`config.mk`:
```
export PLATFORM = sky130hd
export DESIGN_NAME = pioc_regs
export DESIGN_NICKNAME = d
export VERILOG_FILES = /design/src/verilog/pioc_end.sv /design/src/verilog/pioc_pkg.sv /design/src/verilog/pioc_sel_if.sv /design/src/verilog/pioc_regs.sv /design/src/verilog/pioc_select.sv
export VERILOG_INCLUDE_DIRS = /design/src /design/src/verilog
export SDC_FILE = /design/constraint.sdc
export NUM_CORES = 1
export LEC_CHECK = 0
export BUFFER_PORTS_ARGS = -buffer_cell sky130_fd_sc_hd__buf_2
export CAP_MARGIN = 0
export CORE_MARGIN = 2
export CORE_UTILIZATION = 45
export DETAILED_ROUTE_END_ITERATION = 6
export PLACE_DENSITY = 0.73
export SYNTH_ARGS = -nofsm -noshare
export SYNTH_HDL_FRONTEND = slang
export SYNTH_SLANG_ARGS = --single-unit
```
`constraint.sdc`:
```
create_clock -name mclk -period 3.4 [get_ports mclk]
set_clock_uncertainty 0.1 [all_clocks]
set_input_delay 0 -clock mclk [delete_from_list [all_inputs] [get_ports mclk]]
set_output_delay 0 -clock mclk [all_outputs]
set_load 0.1 [all_outputs]
```
`src/verilog/pioc_defines.svh`:
```
/*
  Offsets, reset values, write masks, field positions, format codes and
  timing counts of the PLL input/output configuration registers.
  Assumes it is included by bare name, after the timescale line.
*/
`ifndef PIOC_DEFINES_SVH
`define PIOC_DEFINES_SVH

// ==========================================================
// Register offsets on the control port
`define PIOC_OFS_BW 8'h02
`define PIOC_OFS_SEL 8'h03
`define PIOC_OFS_METH 8'h04
`define PIOC_OFS_FMT 8'h05

// ==========================================================
// Reset values
`define PIOC_RST_BW 8'h42
`define PIOC_RST_SEL 8'h05
`define PIOC_RST_METH 8'h12
`define PIOC_RST_FMT 8'hED
`define PIOC_RST_BWACT 4'h4
`define PIOC_RST_BUFEN 2'h3

// ==========================================================
// Writable bit masks; other bits are reserved and keep reset value
`define PIOC_WM_BW 8'hF0
`define PIOC_WM_SEL 8'hF0
`define PIOC_WM_METH 8'hDF
`define PIOC_WM_FMT 8'hFF

// ==========================================================
// Field positions
`define PIOC_BW 7:4
`define PIOC_MSEL 7:6
`define PIOC_HOLD 5
`define PIOC_SQ 4
`define PIOC_METH 7:6
`define PIOC_HIST 4:0
`define PIOC_DRV 7:6
`define PIOC_F2 5:3
`define PIOC_F1 2:0
`define PIOC_RSV_BW 3:0

// ==========================================================
// Output format codes
`define PIOC_FMT_RSV0 3'h0
`define PIOC_FMT_DIS 3'h1
`define PIOC_FMT_CMOS 3'h2
`define PIOC_FMT_LSLVDS 3'h3
`define PIOC_FMT_RSV4 3'h4
`define PIOC_FMT_LVPECL 3'h5
`define PIOC_FMT_CML 3'h6
`define PIOC_FMT_LVDS 3'h7

// ==========================================================
// Timing: internal calibration length in mclk cycles
`define PIOC_CAL_CYCLES 16

`endif

```
`src/verilog/pioc_end.sv`:
```
`default_nettype wire

```
`src/verilog/pioc_pkg.sv`:
```
/*
  Types of the PLL input/output configuration block.
  Assumes nothing beyond a SystemVerilog compiler.
*/
`default_nettype none
package pioc_pkg;

  // ========================================================
  // Selection method and calibration state
  typedef enum logic [1:0] {
    PIOC_MANUAL, PIOC_AUTO_NONREV, PIOC_AUTO_REV, PIOC_METH_RSVD
  } pioc_meth_e;

  typedef enum logic {PIOC_CAL_IDLE, PIOC_CAL_RUN} pioc_cal_e;

  // ========================================================
  // State of the input selector
  typedef struct packed {
    logic [2:0] s1;
    logic [2:0] s2;
    logic [2:0] s3;
    logic [1:0] pins;
    logic flag;
    logic [1:0] act;
    logic hold;
  } pioc_sel_s;

  // ========================================================
  // State of the register bank
  typedef struct packed {
    logic [7:0] r2;
    logic [7:0] r3;
    logic [7:0] r4;
    logic [7:0] r5;
    logic [3:0] bw_act;
    pioc_cal_e cal;
    logic [15:0] cal_cnt;
    logic [7:0] rdata;
    logic run;
    logic [1:0] buf_en;
    logic [1:0] buf_cmos;
  } pioc_top_s;

endpackage
`default_nettype wire

```
`src/verilog/pioc_sel_if.sv`:
```
/*
  Carrier between the register bank and the input selector.
  Assumes both ends share mclk and the synchronised reset.
*/
`timescale 1ns/1ps
`default_nettype none
interface pioc_sel_if;
  import pioc_pkg::*;
  pioc_meth_e method;
  logic [1:0] man_sel;
  logic hold_force;
  logic [7:0] prio;
  logic [3:0] in_ok;
  logic [1:0] active;
  logic in_hold;

  modport ctl(output method, man_sel, hold_force, prio, in_ok,
              input active, in_hold);
  modport sel(input method, man_sel, hold_force, prio, in_ok,
              output active, in_hold);
endinterface
`default_nettype wire

```
`src/verilog/pioc_regs.sv`:
```
/*
  Configuration register bank of a jitter-attenuating clock multiplier:
  loop bandwidth, input selection, hold, calibration squelch, history
  delay and output buffer format and drive.
  Assumes a decoded register port from the serial control logic on
  mclk; the priority and always-on bits come from the neighbouring
  registers on the same clock; selection pins are asynchronous.
*/
`timescale 1ns/1ps
`default_nettype none
`include "pioc_defines.svh"
module pioc_regs
  import pioc_pkg::*;
#(
  parameter int CAL_CYCLES = `PIOC_CAL_CYCLES
)
(
  input wire logic mclk,
  input wire logic nrst,
  input wire logic reg_wr,
  input wire logic [7:0] reg_addr,
  input wire logic [7:0] reg_wdata,
  output logic [7:0] reg_rdata,
  input wire logic cal_start,
  input wire logic always_on_output_bit,
  input wire logic [7:0] priority_fields,
  input wire logic [3:0] input_ok,
  input wire logic [1:0] selection_input_pins,
  input wire logic pin_select_flag,
  output logic [3:0] loop_bandwidth_active,
  output logic [4:0] history_delay_field,
  output logic [1:0] active_input,
  output logic digital_hold,
  output logic cal_busy,
  output logic clocks_running,
  output logic [1:0] buffer_enable,
  output logic [1:0] buffer_cmos,
  output logic [2:0] output_one_format_field,
  output logic [2:0] output_two_format_field,
  output logic [1:0] cmos_drive_field
);

  // ========================================================
  // Reset release
  // Async assert, clocked release, so no flop leaves reset alone
  logic [1:0] rst_sync_reg;
  logic rst_n;

  always_ff @(posedge mclk or negedge nrst) begin
    if (!nrst) begin
      rst_sync_reg <= 2'h0;
    end else begin
      rst_sync_reg <= {rst_sync_reg[0], 1'b1};
    end
  end

  assign rst_n = rst_sync_reg[1];

  // ========================================================
  // State
  localparam pioc_top_s RST_S = '{
    r2: `PIOC_RST_BW,
    r3: `PIOC_RST_SEL,
    r4: `PIOC_RST_METH,
    r5: `PIOC_RST_FMT,
    bw_act: `PIOC_RST_BWACT,
    cal: PIOC_CAL_IDLE,
    cal_cnt: 16'h0000,
    rdata: 8'h00,
    run: 1'b1,
    buf_en: `PIOC_RST_BUFEN,
    buf_cmos: 2'h0
  };

  pioc_top_s s;
  pioc_top_s n;
  logic run_now;
  pioc_sel_if sif();

  // ========================================================
  // Helpers
  // Only writable bits take host data; the rest hold reset value
  function automatic logic [7:0] pioc_merge(input logic [7:0] d,
                                            input logic [7:0] m,
                                            input logic [7:0] r);
    return (d & m) | (r & ~m);
  endfunction

  // A buffer runs unless disabled or set to a reserved code
  function automatic logic pioc_fmt_on(input logic [2:0] f);
    return (f != `PIOC_FMT_DIS) && (f != `PIOC_FMT_RSV0) &&
           (f != `PIOC_FMT_RSV4);
  endfunction

  // ========================================================
  // Next state
  always_comb begin
    n = s;
    // host writes pass through the write masks
    if (reg_wr) begin
      case (reg_addr)
        `PIOC_OFS_BW: begin
          n.r2 = pioc_merge(reg_wdata, `PIOC_WM_BW, `PIOC_RST_BW);
        end
        `PIOC_OFS_SEL: begin
          n.r3 = pioc_merge(reg_wdata, `PIOC_WM_SEL, `PIOC_RST_SEL);
        end
        `PIOC_OFS_METH: begin
          n.r4 = pioc_merge(reg_wdata, `PIOC_WM_METH, `PIOC_RST_METH);
        end
        `PIOC_OFS_FMT: begin
          n.r5 = pioc_merge(reg_wdata, `PIOC_WM_FMT, `PIOC_RST_FMT);
        end
        default: begin
          n.r2 = s.r2;
        end
      endcase
    end
    // Read data is registered; a read in a write cycle sees old data
    case (reg_addr)
      `PIOC_OFS_BW: n.rdata = s.r2;
      `PIOC_OFS_SEL: n.rdata = s.r3;
      `PIOC_OFS_METH: n.rdata = s.r4;
      `PIOC_OFS_FMT: n.rdata = s.r5;
      default: n.rdata = 8'h00;
    endcase
    // calibration timer; bandwidth applied at its end
    case (s.cal)
      PIOC_CAL_IDLE: begin
        if (cal_start) begin
          n.cal = PIOC_CAL_RUN;
          n.cal_cnt = 16'(CAL_CYCLES - 1);
        end
      end
      PIOC_CAL_RUN: begin
        if (s.cal_cnt == 16'h0000) begin
          n.cal = PIOC_CAL_IDLE;
          n.bw_act = s.r2[`PIOC_BW];
        end else begin
          n.cal_cnt = s.cal_cnt - 16'h0001;
        end
      end
      default: begin
        n.cal = PIOC_CAL_IDLE;
      end
    endcase
    // squelch only while calibrating, unless forced on
    run_now = !((s.cal == PIOC_CAL_RUN) && s.r3[`PIOC_SQ] &&
                !always_on_output_bit);
    n.run = run_now;
    n.buf_en[0] = pioc_fmt_on(s.r5[`PIOC_F1]) && run_now;
    n.buf_en[1] = pioc_fmt_on(s.r5[`PIOC_F2]) && run_now;
    // drive strength applies to CMOS buffers only
    n.buf_cmos[0] = s.r5[`PIOC_F1] == `PIOC_FMT_CMOS;
    n.buf_cmos[1] = s.r5[`PIOC_F2] == `PIOC_FMT_CMOS;
  end

  // ========================================================
  // State register
  always_ff @(posedge mclk or negedge rst_n) begin
    if (!rst_n) begin
      s <= RST_S;
    end else begin
      s <= n;
    end
  end

  // ========================================================
  // Selector hookup
  // method code drives the selector directly
  assign sif.method = pioc_meth_e'(s.r4[`PIOC_METH]);
  assign sif.man_sel = s.r3[`PIOC_MSEL];
  assign sif.hold_force = s.r3[`PIOC_HOLD];
  assign sif.prio = priority_fields;
  assign sif.in_ok = input_ok;

  pioc_select pioc_select_i (
    .mclk(mclk),
    .rst_n(rst_n),
    .sel_pin(selection_input_pins),
    .pin_flag_pin(pin_select_flag),
    .sif(sif.sel)
  );

  // ========================================================
  // Outputs, all from flops
  assign reg_rdata = s.rdata;
  assign loop_bandwidth_active = s.bw_act;
  // history delay straight from the field
  assign history_delay_field = s.r4[`PIOC_HIST];
  assign active_input = sif.active;
  assign digital_hold = sif.in_hold;
  assign cal_busy = s.cal;
  assign clocks_running = s.run;
  assign buffer_enable = s.buf_en;
  assign buffer_cmos = s.buf_cmos;
  assign output_one_format_field = s.r5[`PIOC_F1];
  assign output_two_format_field = s.r5[`PIOC_F2];
  assign cmos_drive_field = s.r5[`PIOC_DRV];
endmodule
`default_nettype wire

```
`src/verilog/pioc_select.sv`:
```
/*
  Input clock selector: manual by register or pins, automatic by
  priority, and forced digital hold.
  Assumes pins are asynchronous; all interface inputs are on mclk.
*/
`timescale 1ns/1ps
`default_nettype none
module pioc_select
  import pioc_pkg::*;
(
  input wire logic mclk,
  input wire logic rst_n,
  input wire logic [1:0] sel_pin,
  input wire logic pin_flag_pin,
  pioc_sel_if.sel sif
);

  pioc_sel_s s;
  pioc_sel_s n;
  logic [2:0] best;

  // ========================================================
  // Best valid input by rank; rank one sits in the low bits
  function automatic logic [2:0] pioc_best(input logic [7:0] p,
                                           input logic [3:0] ok);
    logic [2:0] r;
    r = 3'h0;
    for (int i = 3; i >= 0; i--) begin
      if (ok[p[2*i +: 2]]) begin
        r = {1'b1, p[2*i +: 2]};
      end
    end
    return r;
  endfunction

  // ========================================================
  // Next state
  always_comb begin
    n = s;
    best = pioc_best(sif.prio, sif.in_ok);
    // Three stages; a change counts once stages two and three agree
    n.s1 = {pin_flag_pin, sel_pin};
    n.s2 = s.s1;
    n.s3 = s.s2;
    if (s.s2 == s.s3) begin
      n.pins = s.s3[1:0];
      n.flag = s.s3[2];
    end
    if (sif.hold_force) begin
      n.hold = 1'b1;
    end else begin
      case (sif.method)
        PIOC_MANUAL: begin
          n.hold = 1'b0;
          n.act = s.flag ? s.pins : sif.man_sel;
        end
        // revertive always takes the best rank
        PIOC_AUTO_REV: begin
          n.hold = !best[2];
          if (best[2]) begin
            n.act = best[1:0];
          end
        end
        // non-revertive stays while the input is good
        PIOC_AUTO_NONREV: begin
          if (!s.hold && sif.in_ok[s.act]) begin
            n.hold = 1'b0;
          end else begin
            n.hold = !best[2];
            if (best[2]) begin
              n.act = best[1:0];
            end
          end
        end
        // Reserved method freezes the selection
        default: begin
          n.hold = s.hold;
        end
      endcase
    end
  end

  // ========================================================
  // State register
  always_ff @(posedge mclk or negedge rst_n) begin
    if (!rst_n) begin
      s <= '0;
    end else begin
      s <= n;
    end
  end

  assign sif.active = s.act;
  assign sif.in_hold = s.hold;
endmodule
`default_nettype wire

```
==> run metrics, run 1 <==
number of filler cells placed in the layout 727; worst reg-to-reg path cell count 5; count of input and output buffers 69; clock transition at the registers of the reported paths 0.08 ns; arrival time worst endpoint 2.49 ns; antenna fix cells 0; max_slew headroom 0.391; biggest fanout along the worst timing path 6; Most flops, register s; Syn Nets 371; cell total after placement 462; Reg2Reg Launch Point s[19]; area enclosed by the die boundary 0.00915 mm²; Synth Register Bits 74; total core area 0.00818 mm²; Final Cell Area 0.00439 mm²; synthesized area divided by synthesized cell count 11.5 µm²; die width 95.7 µm; root buf cell clkbuf_8; VDD IR-drop max 363 µV; aggregate routed wire length 7380 µm; count of routing violations after the opening detailed-route iteration 91; leakage power total 2.02 nW; share of the cycle needed by the critical path after routing 0.695; nature of the critical path startpoint flop; post-synthesis sequential area ratio 0.494; net count reported at finish 428; number of instances in the synthesized netlist 329; Layout area overhead 16.1%; outcome complete, no violations; Cell Pwr Density 539 mW/mm²; total number of vias 2,665; antenna violations before repair 0; internal reg-to-reg setup slack 1.04 ns; shortest clock period the worst path allows after layout 2.36 ns; Final Util 0.537; H-Tree Depth 3; RSZ-0062 raised after global routing false; layout cells sized above 1 0.366; pin count of the biggest net entering global routing 73; total DRC errors in the routed layout 0; number of max-capacitance violations reported 0; share of async-settable or async-resettable flops after synthesis 1.00; clk sink count 74; estimated wirelength of the detail-placed design 5240 µm; clock tree from TritonCTS built; number of gates resized after cts 0; terminating pin of the worst hold path reg_rdata[0]; category of the most critical setup path reg -> reg; Area contributors post-synth dfrtp_1 (40%), mux2_2 (10%), dfstp_2 (9.0%); global-route usage over all layers 0.169; number of synthesized flops with an enable pin 0; count of distinct cell types in the synthesized netlist 55; Synth top area share 0.404; Wirelength per Cell 14.9 µm; TNS Setup 0 ns; number of setup buffers added after CTS 0; CTS hold repair buffers 18; count of non-filler cells in the finished layout 496; starting utilization of the core area 0.463; pins over their slew limit 0; terminus of the critical flop-to-flop path s[19]; later-pin clock latency in the skew report 0.35 ns; count of yosys warnings during synthesis 0; number of optimization iterations in the first detailed-route pass 4; Placed Area 0.00400 mm²; Vias per Instance 5.37; via count of the first global-routing pass 2,519; achievable clock frequency 423 MHz; number of buffers created by CTS 9; post-detailed-route count of antenna-violating nets 0; total congestion overflow 0; Hold Path Stages 4; dominant cell type by area after synthesis dfrtp_1; top-level port count 70; wire length of the first global-routing pass 11,900 µm; die boundary height 95.7 µm; Hold Fails Final Rpt 0; transition at the pin with the smallest max-transition slack 0.912 ns; sum of internal, switching and leakage power 0.00237 W; Syn Std Cell Area 0.00378 mm²; total number of placement rows 33; Setup Viol. Count Final 0; worst path required time 3.53 ns; prevailing post-synth register cell dfrtp_1; GP Congestion 0.846; Largest register FFs 26; clock buffer depth 2; hold wc startpoint reg_addr[6]; type of element capturing the critical path flop; path type of the worst min-delay path in -> reg
## how the worst max path moves through the flow
| stage | start | endpoint | depth (start not counted) |
|---|---|---|---|
| 3_3_place_gp | s[20] | s[25] | 5 |
| 6_report | s[19] | s[19] | 5 |
| 5_1_grt | s[20] | s[25] | 5 |
| 2_1_floorplan | rst_sync_reg[1] | buffer_cmos[0] | 0 |
| 4_1_cts | s[19] | s[19] | 5 |
| 3_5_place_dp | s[19] | s[19] | 5 |
## worst max-delay path, cell delays in order (launching register included)
cell	delay (ns)
dfrtp_1	0.41
or4_1	0.65
or3_4	0.42
o2111ai_2	0.33
o311ai_0	0.21
o41ai_1	0.13
## placed cells by master, fill, tap and decap left out, types with 4 or more instances in the layout
cell	count
a21oi_1	10
a22oi_1	6
a31oi_1	5
buf_2	69
clkbuf_8	9
dfrtp_1	60
dfstp_2	13
dlygate4sd3_1	18
ha_1	6
inv_1	6
mux2_2	34
mux2i_1	11
nand2_1	15
nand2b_1	5
nand3_1	8
nor2_1	19
nor2b_1	8
nor3_1	4
o211ai_1	5
o21ai_0	9
o31ai_1	4
o41ai_1	4
## routing by layer
layer  vias up  wire (µm)  track usage
li1       1297          -            -
met1      1291       3310        0.226
met2        67       3560        0.261
met3        10        402       0.0506
met4         0        106       0.0619
met5         -          0            0
## metrics by stage
stage	setup WS (ns)	hold WS, ns
final	1.04	0.0245
after global placement	1.14	-0.315
after CTS	1.04	0.00352
after detailed placement	1.05	-0.313
after global routing	0.901	0.0344
after floorplan	1.11	-0.396
## cell families after synthesis
group / synth area share
buffers and inverters: 0.0797
xor gates and xnor gates: 0.00695
adders and majority gates: 0.0199
muxes: 0.148
and+or+nand+nor: 0.125
DFF: 0.494
AOI/OAI and AO/OA: 0.125
other: 0.000992
## where the power goes
part | internal (W) | leakage (nW) | switching, W | total [W]
Sequential | 0.000998 | 0.910 | 0.000117 | 0.00111
Combinational | 0.000193 | 1.00 | 0.000314 | 0.000507
Clock | 0.000415 | 0.103 | 0.000329 | 0.000743
## synthesized netlist by cell type (3+ instances only)
library cell   n
ha_1           6
mux4_2         3
nor3_1         4
o311ai_0       3
o31ai_1        4
o211ai_1       5
or4_1          3
a21oi_1       10
o21ai_0        9
nand2b_1       5
a221oi_1       3
a22oi_1        6
a211oi_1       3
clkbuf_1      11
nand2_1       15
dfrtp_1       61
buf_4         31
inv_1          6
mux2_2        34
nor2b_1        8
a31oi_1        5
dfstp_2       13
nor2_1        19
mux2i_1       11
nand3_1        8
o41ai_1        4
a21o_1         3
## area by class of cell
class | instances | area [µm²] | share of cell area
repair buffers | 89 | 541 | 0.123
multi-input cells | 206 | 1610 | 0.367
clock buffers | 10 | 128 | 0.0291
inverters | 6 | 22.5 | 0.00513
flip-flops and latches | 74 | 1870 | 0.426
well taps | 105 | 131 | 0.0299
clock inverters | 6 | 88.8 | 0.0202
(Power assumes the default switching activity.)
==> inputs of run 2 (changes only) <==
--- a/config.mk
+++ b/config.mk
@@ -6,12 +6,13 @@
 export SDC_FILE = /design/constraint.sdc
 export NUM_CORES = 1
 export LEC_CHECK = 0
+export ABC_AREA = 1
 export BUFFER_PORTS_ARGS = -buffer_cell sky130_fd_sc_hd__buf_2
 export CAP_MARGIN = 0
 export CORE_MARGIN = 2
 export CORE_UTILIZATION = 45
 export DETAILED_ROUTE_END_ITERATION = 6
-export PLACE_DENSITY = 0.73
+export PLACE_DENSITY = 0.75
 export SYNTH_ARGS = -nofsm -noshare
 export SYNTH_HDL_FRONTEND = slang
 export SYNTH_SLANG_ARGS = --single-unit
==> constraint.sdc (replaced) <==
create_clock -name mclk -period 1.95 [get_ports mclk]
set_clock_uncertainty 0.1 [all_clocks]
set_input_delay 0 -clock mclk [delete_from_list [all_inputs] [get_ports mclk]]
set_output_delay 0 -clock mclk [all_outputs]
set_load 0.1 [all_outputs]
==> run 2 against run 1 <==
Critical path depth increased by 4; synthesized cell count increased by 45%; sequential share of layout area decreased by 1.6 points; register-to-register slack got worse by 0.87 ns; critical endpoint is now s[27].
==> run metrics, run 2 <==
Max stage delay on crit path 0.38 ns; H-Tree Depth 3; Synth Register Bits 74; Cell Pwr Density 803 mW/mm²; total DRC errors in the routed layout 0; terminus of the critical flop-to-flop path s[27]; number of synthesized flops with an enable pin 0; post-synthesis sequential area ratio 0.480; worst reg-to-reg path cell count 9; shortest clock period the worst path allows after layout 1.78 ns; wire length of the first global-routing pass 14,400 µm; total number of vias 3,228; CP cell instances inv_1 -> ha_1 -> inv_1 -> nor2_1 -> nand4_1 -> nor4_2 -> nand2_1 -> nor2_1 -> nor2_1; pins over their slew limit 0; total congestion overflow 0; category of the most critical setup path reg -> reg; die boundary height 97.0 µm; Hold Path Stages 5; count of non-filler cells in the finished layout 656; later-pin clock latency in the skew report 0.34 ns; cell total after placement 620; count of input and output buffers 69; Layout area overhead 17.5%; Reg2Reg Launch Point s[13]; RSZ-0062 raised after global routing false; count of routing violations after the opening detailed-route iteration 188; estimated wirelength of the detail-placed design 5880 µm; Vias per Instance 4.92; arrival time worst endpoint 1.92 ns; total number of placement rows 33; count of distinct cell types in the synthesized netlist 38; antenna violations before repair 0; synthesized area divided by synthesized cell count 8.14 µm²; nature of the critical path startpoint flop; GP Congestion 0.879; via count of the first global-routing pass 3,217; Area contributors post-synth dfrtp_1 (39%), nand2_1 (13%), dfstp_2 (8.8%); antenna fix cells 0; internal reg-to-reg setup slack 0.17 ns; Wirelength per Cell 12.8 µm; Hold Fails Final Rpt 0; total core area 0.00830 mm²; share of the cycle needed by the critical path after routing 0.912; global-route usage over all layers 0.185; aggregate routed wire length 8420 µm; VDD IR-drop max 542 µV; most used cells in the layout excluding fill and tap cells nand2_1 (133), buf_2 (69), inv_1 (59), dfrtp_1 (59), o21ai_0 (43); achievable clock frequency 562 MHz; layout cells sized above 1 0.230; clock tree from TritonCTS built; worst path required time 2.09 ns; number of instances in the synthesized netlist 478; pin count of the biggest net entering global routing 73; Largest register FFs 26; number of buffers created by CTS 9; most frequent cell after synthesis nand2_1; Placed Area 0.00412 mm²; TNS Setup 0 ns; outcome complete, no violations; Most flops, register s; count of yosys warnings during synthesis 0; prevailing post-synth register cell dfrtp_1; leakage power total 2.36 nW; net count reported at finish 588; Compound-Gate Fraction of Synth Area 0.0930; type of element capturing the critical path flop; area enclosed by the die boundary 0.00940 mm²; top-level port count 70; main combinational cell family by area after synthesis simple AND/OR/NAND/NOR gates; terminating pin of the worst hold path reg_rdata[0]; cell mode on critical path nor2_1; root buf cell clkbuf_8; Setup Viol. Count Final 0; Post-Synth Adder-Cell Area 0.0193; clock transition at the registers of the reported paths 0.08 ns; share of async-settable or async-resettable flops after synthesis 1.00; die width 97.0 µm; number of max-capacitance violations reported 0; Syn Std Cell Area 0.00389 mm²; sum of internal, switching and leakage power 0.00367 W; leading cell types by count after synthesis nand2_1 (133), dfrtp_1 (61), inv_1 (59); dominant cell type by area after synthesis dfrtp_1; XOR/XNOR share of the synthesized area 0.00901; Crit-path slowest cell dfrtp_1; number of optimization iterations in the first detailed-route pass 5; post-detailed-route count of antenna-violating nets 0; worst path buffer plus inverter count 2; Syn Nets 520; Final Cell Area 0.00457 mm²; most common cell after layout, fill and taps aside nand2_1; fraction of synthesized area in multiplexers 0; biggest fanout along the worst timing path 7; simple-gate area share of the yosys netlist 0.263; Synth top area share 0.393; clock buffer depth 2; cell family contributing the most delay on the critical path simple AND/OR/NAND/NOR gates; clk sink count 74; starting utilization of the core area 0.469; path type of the worst min-delay path in -> reg; number of setup buffers added after CTS 0; hold wc startpoint reg_addr[2]
run 2: cell count changes in the layout (fill, tap and decap cells not counted), moves of 8 or more:
cell     before  now
nor2_1       19   34
mux2i_1      11    0
o21ai_0       9   43
nor2b_1       8    0
inv_1         6   59
mux2_2       34    0
nand2_1      15  133
nand3_1       8   32
run 2: worst max-delay path by stage:
stage / depth (start not counted) / to / slack (ns) / startpoint
2_1_floorplan: 7 / pioc_select_i.sif.active[1] / 0.22 / pioc_select_i.sif.in_hold
3_3_place_gp: 9 / s[27] / 0.26 / s[13]
3_5_place_dp: 9 / s[27] / 0.21 / s[13]
4_1_cts: 9 / s[27] / 0.16 / s[13]
5_1_grt: 9 / s[27] / 0.005 / s[13]
6_report: 9 / s[27] / 0.17 / s[13]
run 2: cell families after synthesis:
family                   count (synthesis)
AND/OR/NAND/NOR                        230
buffers and inverters                   98
XOR/XNOR                                 4
adder cells (fa/ha/maj)                  6
other                                    1
flip-flops                              74
AO/OA/AOI/OAI                           65
run 2: area by class of cell:
class,count,area [µm²]
clock inverter,7,118
fill,749,3730
tap,105,131
sequential,74,1870
multi-input combinational,306,1500
clock buffer,9,124
timing repair buffer,92,581
inverter,63,241
run 2: where the power goes:
group | switching, W | internal, W | leakage (nW) | total [W]
combinational | 0.000416 | 0.000154 | 1.35 | 0.000570
sequential | 0.0000516 | 0.00161 | 0.889 | 0.00166
clock | 0.000585 | 0.000850 | 0.123 | 0.00143
run 2: routing by layer:
layer	track usage	vias to the layer above	share of wire
li1	-	1625	-
met1	0.253	1493	0.47
met2	0.291	94	0.46
met3	0.0296	16	0.050
met4	0.0823	0	0.021
met5	0	-	0
run 2: worst register-to-register path: stages, from the launching register on:
cell and delay (ns):
dfrtp_1 0.38, inv_1 0.17, ha_1 0.21, inv_1 0.08, nor2_1 0.15, nand4_1 0.15, nor4_2 0.21, nand2_1 0.08
nor2_1 0.10, nor2_1 0.05
run 2: per-stage QoR:
| stage | hold WS (ns) | utilization | setup slack [ns] |
|---|---|---|---|
| 2_1_floorplan | -0.396 | - | 0.216 |
| 3_3_place_gp | -0.315 | 0.497 | 0.263 |
| 3_5_place_dp | -0.315 | 0.497 | 0.214 |
| 4_1_cts | 0.00660 | 0.550 | 0.164 |
| 5_1_grt | 0.0398 | 0.551 | 0.00483 |
| 6_report | 0.0121 | 0.551 | 0.171 |
run 2: repair_timing:
item | 4_1_cts | 5_1_grt
hold buffers | 20 | 0
endpoints found under the setup margin | 0 | 1
endpoints found under the hold margin | 44 | 0
resized for setup | 0 | 1
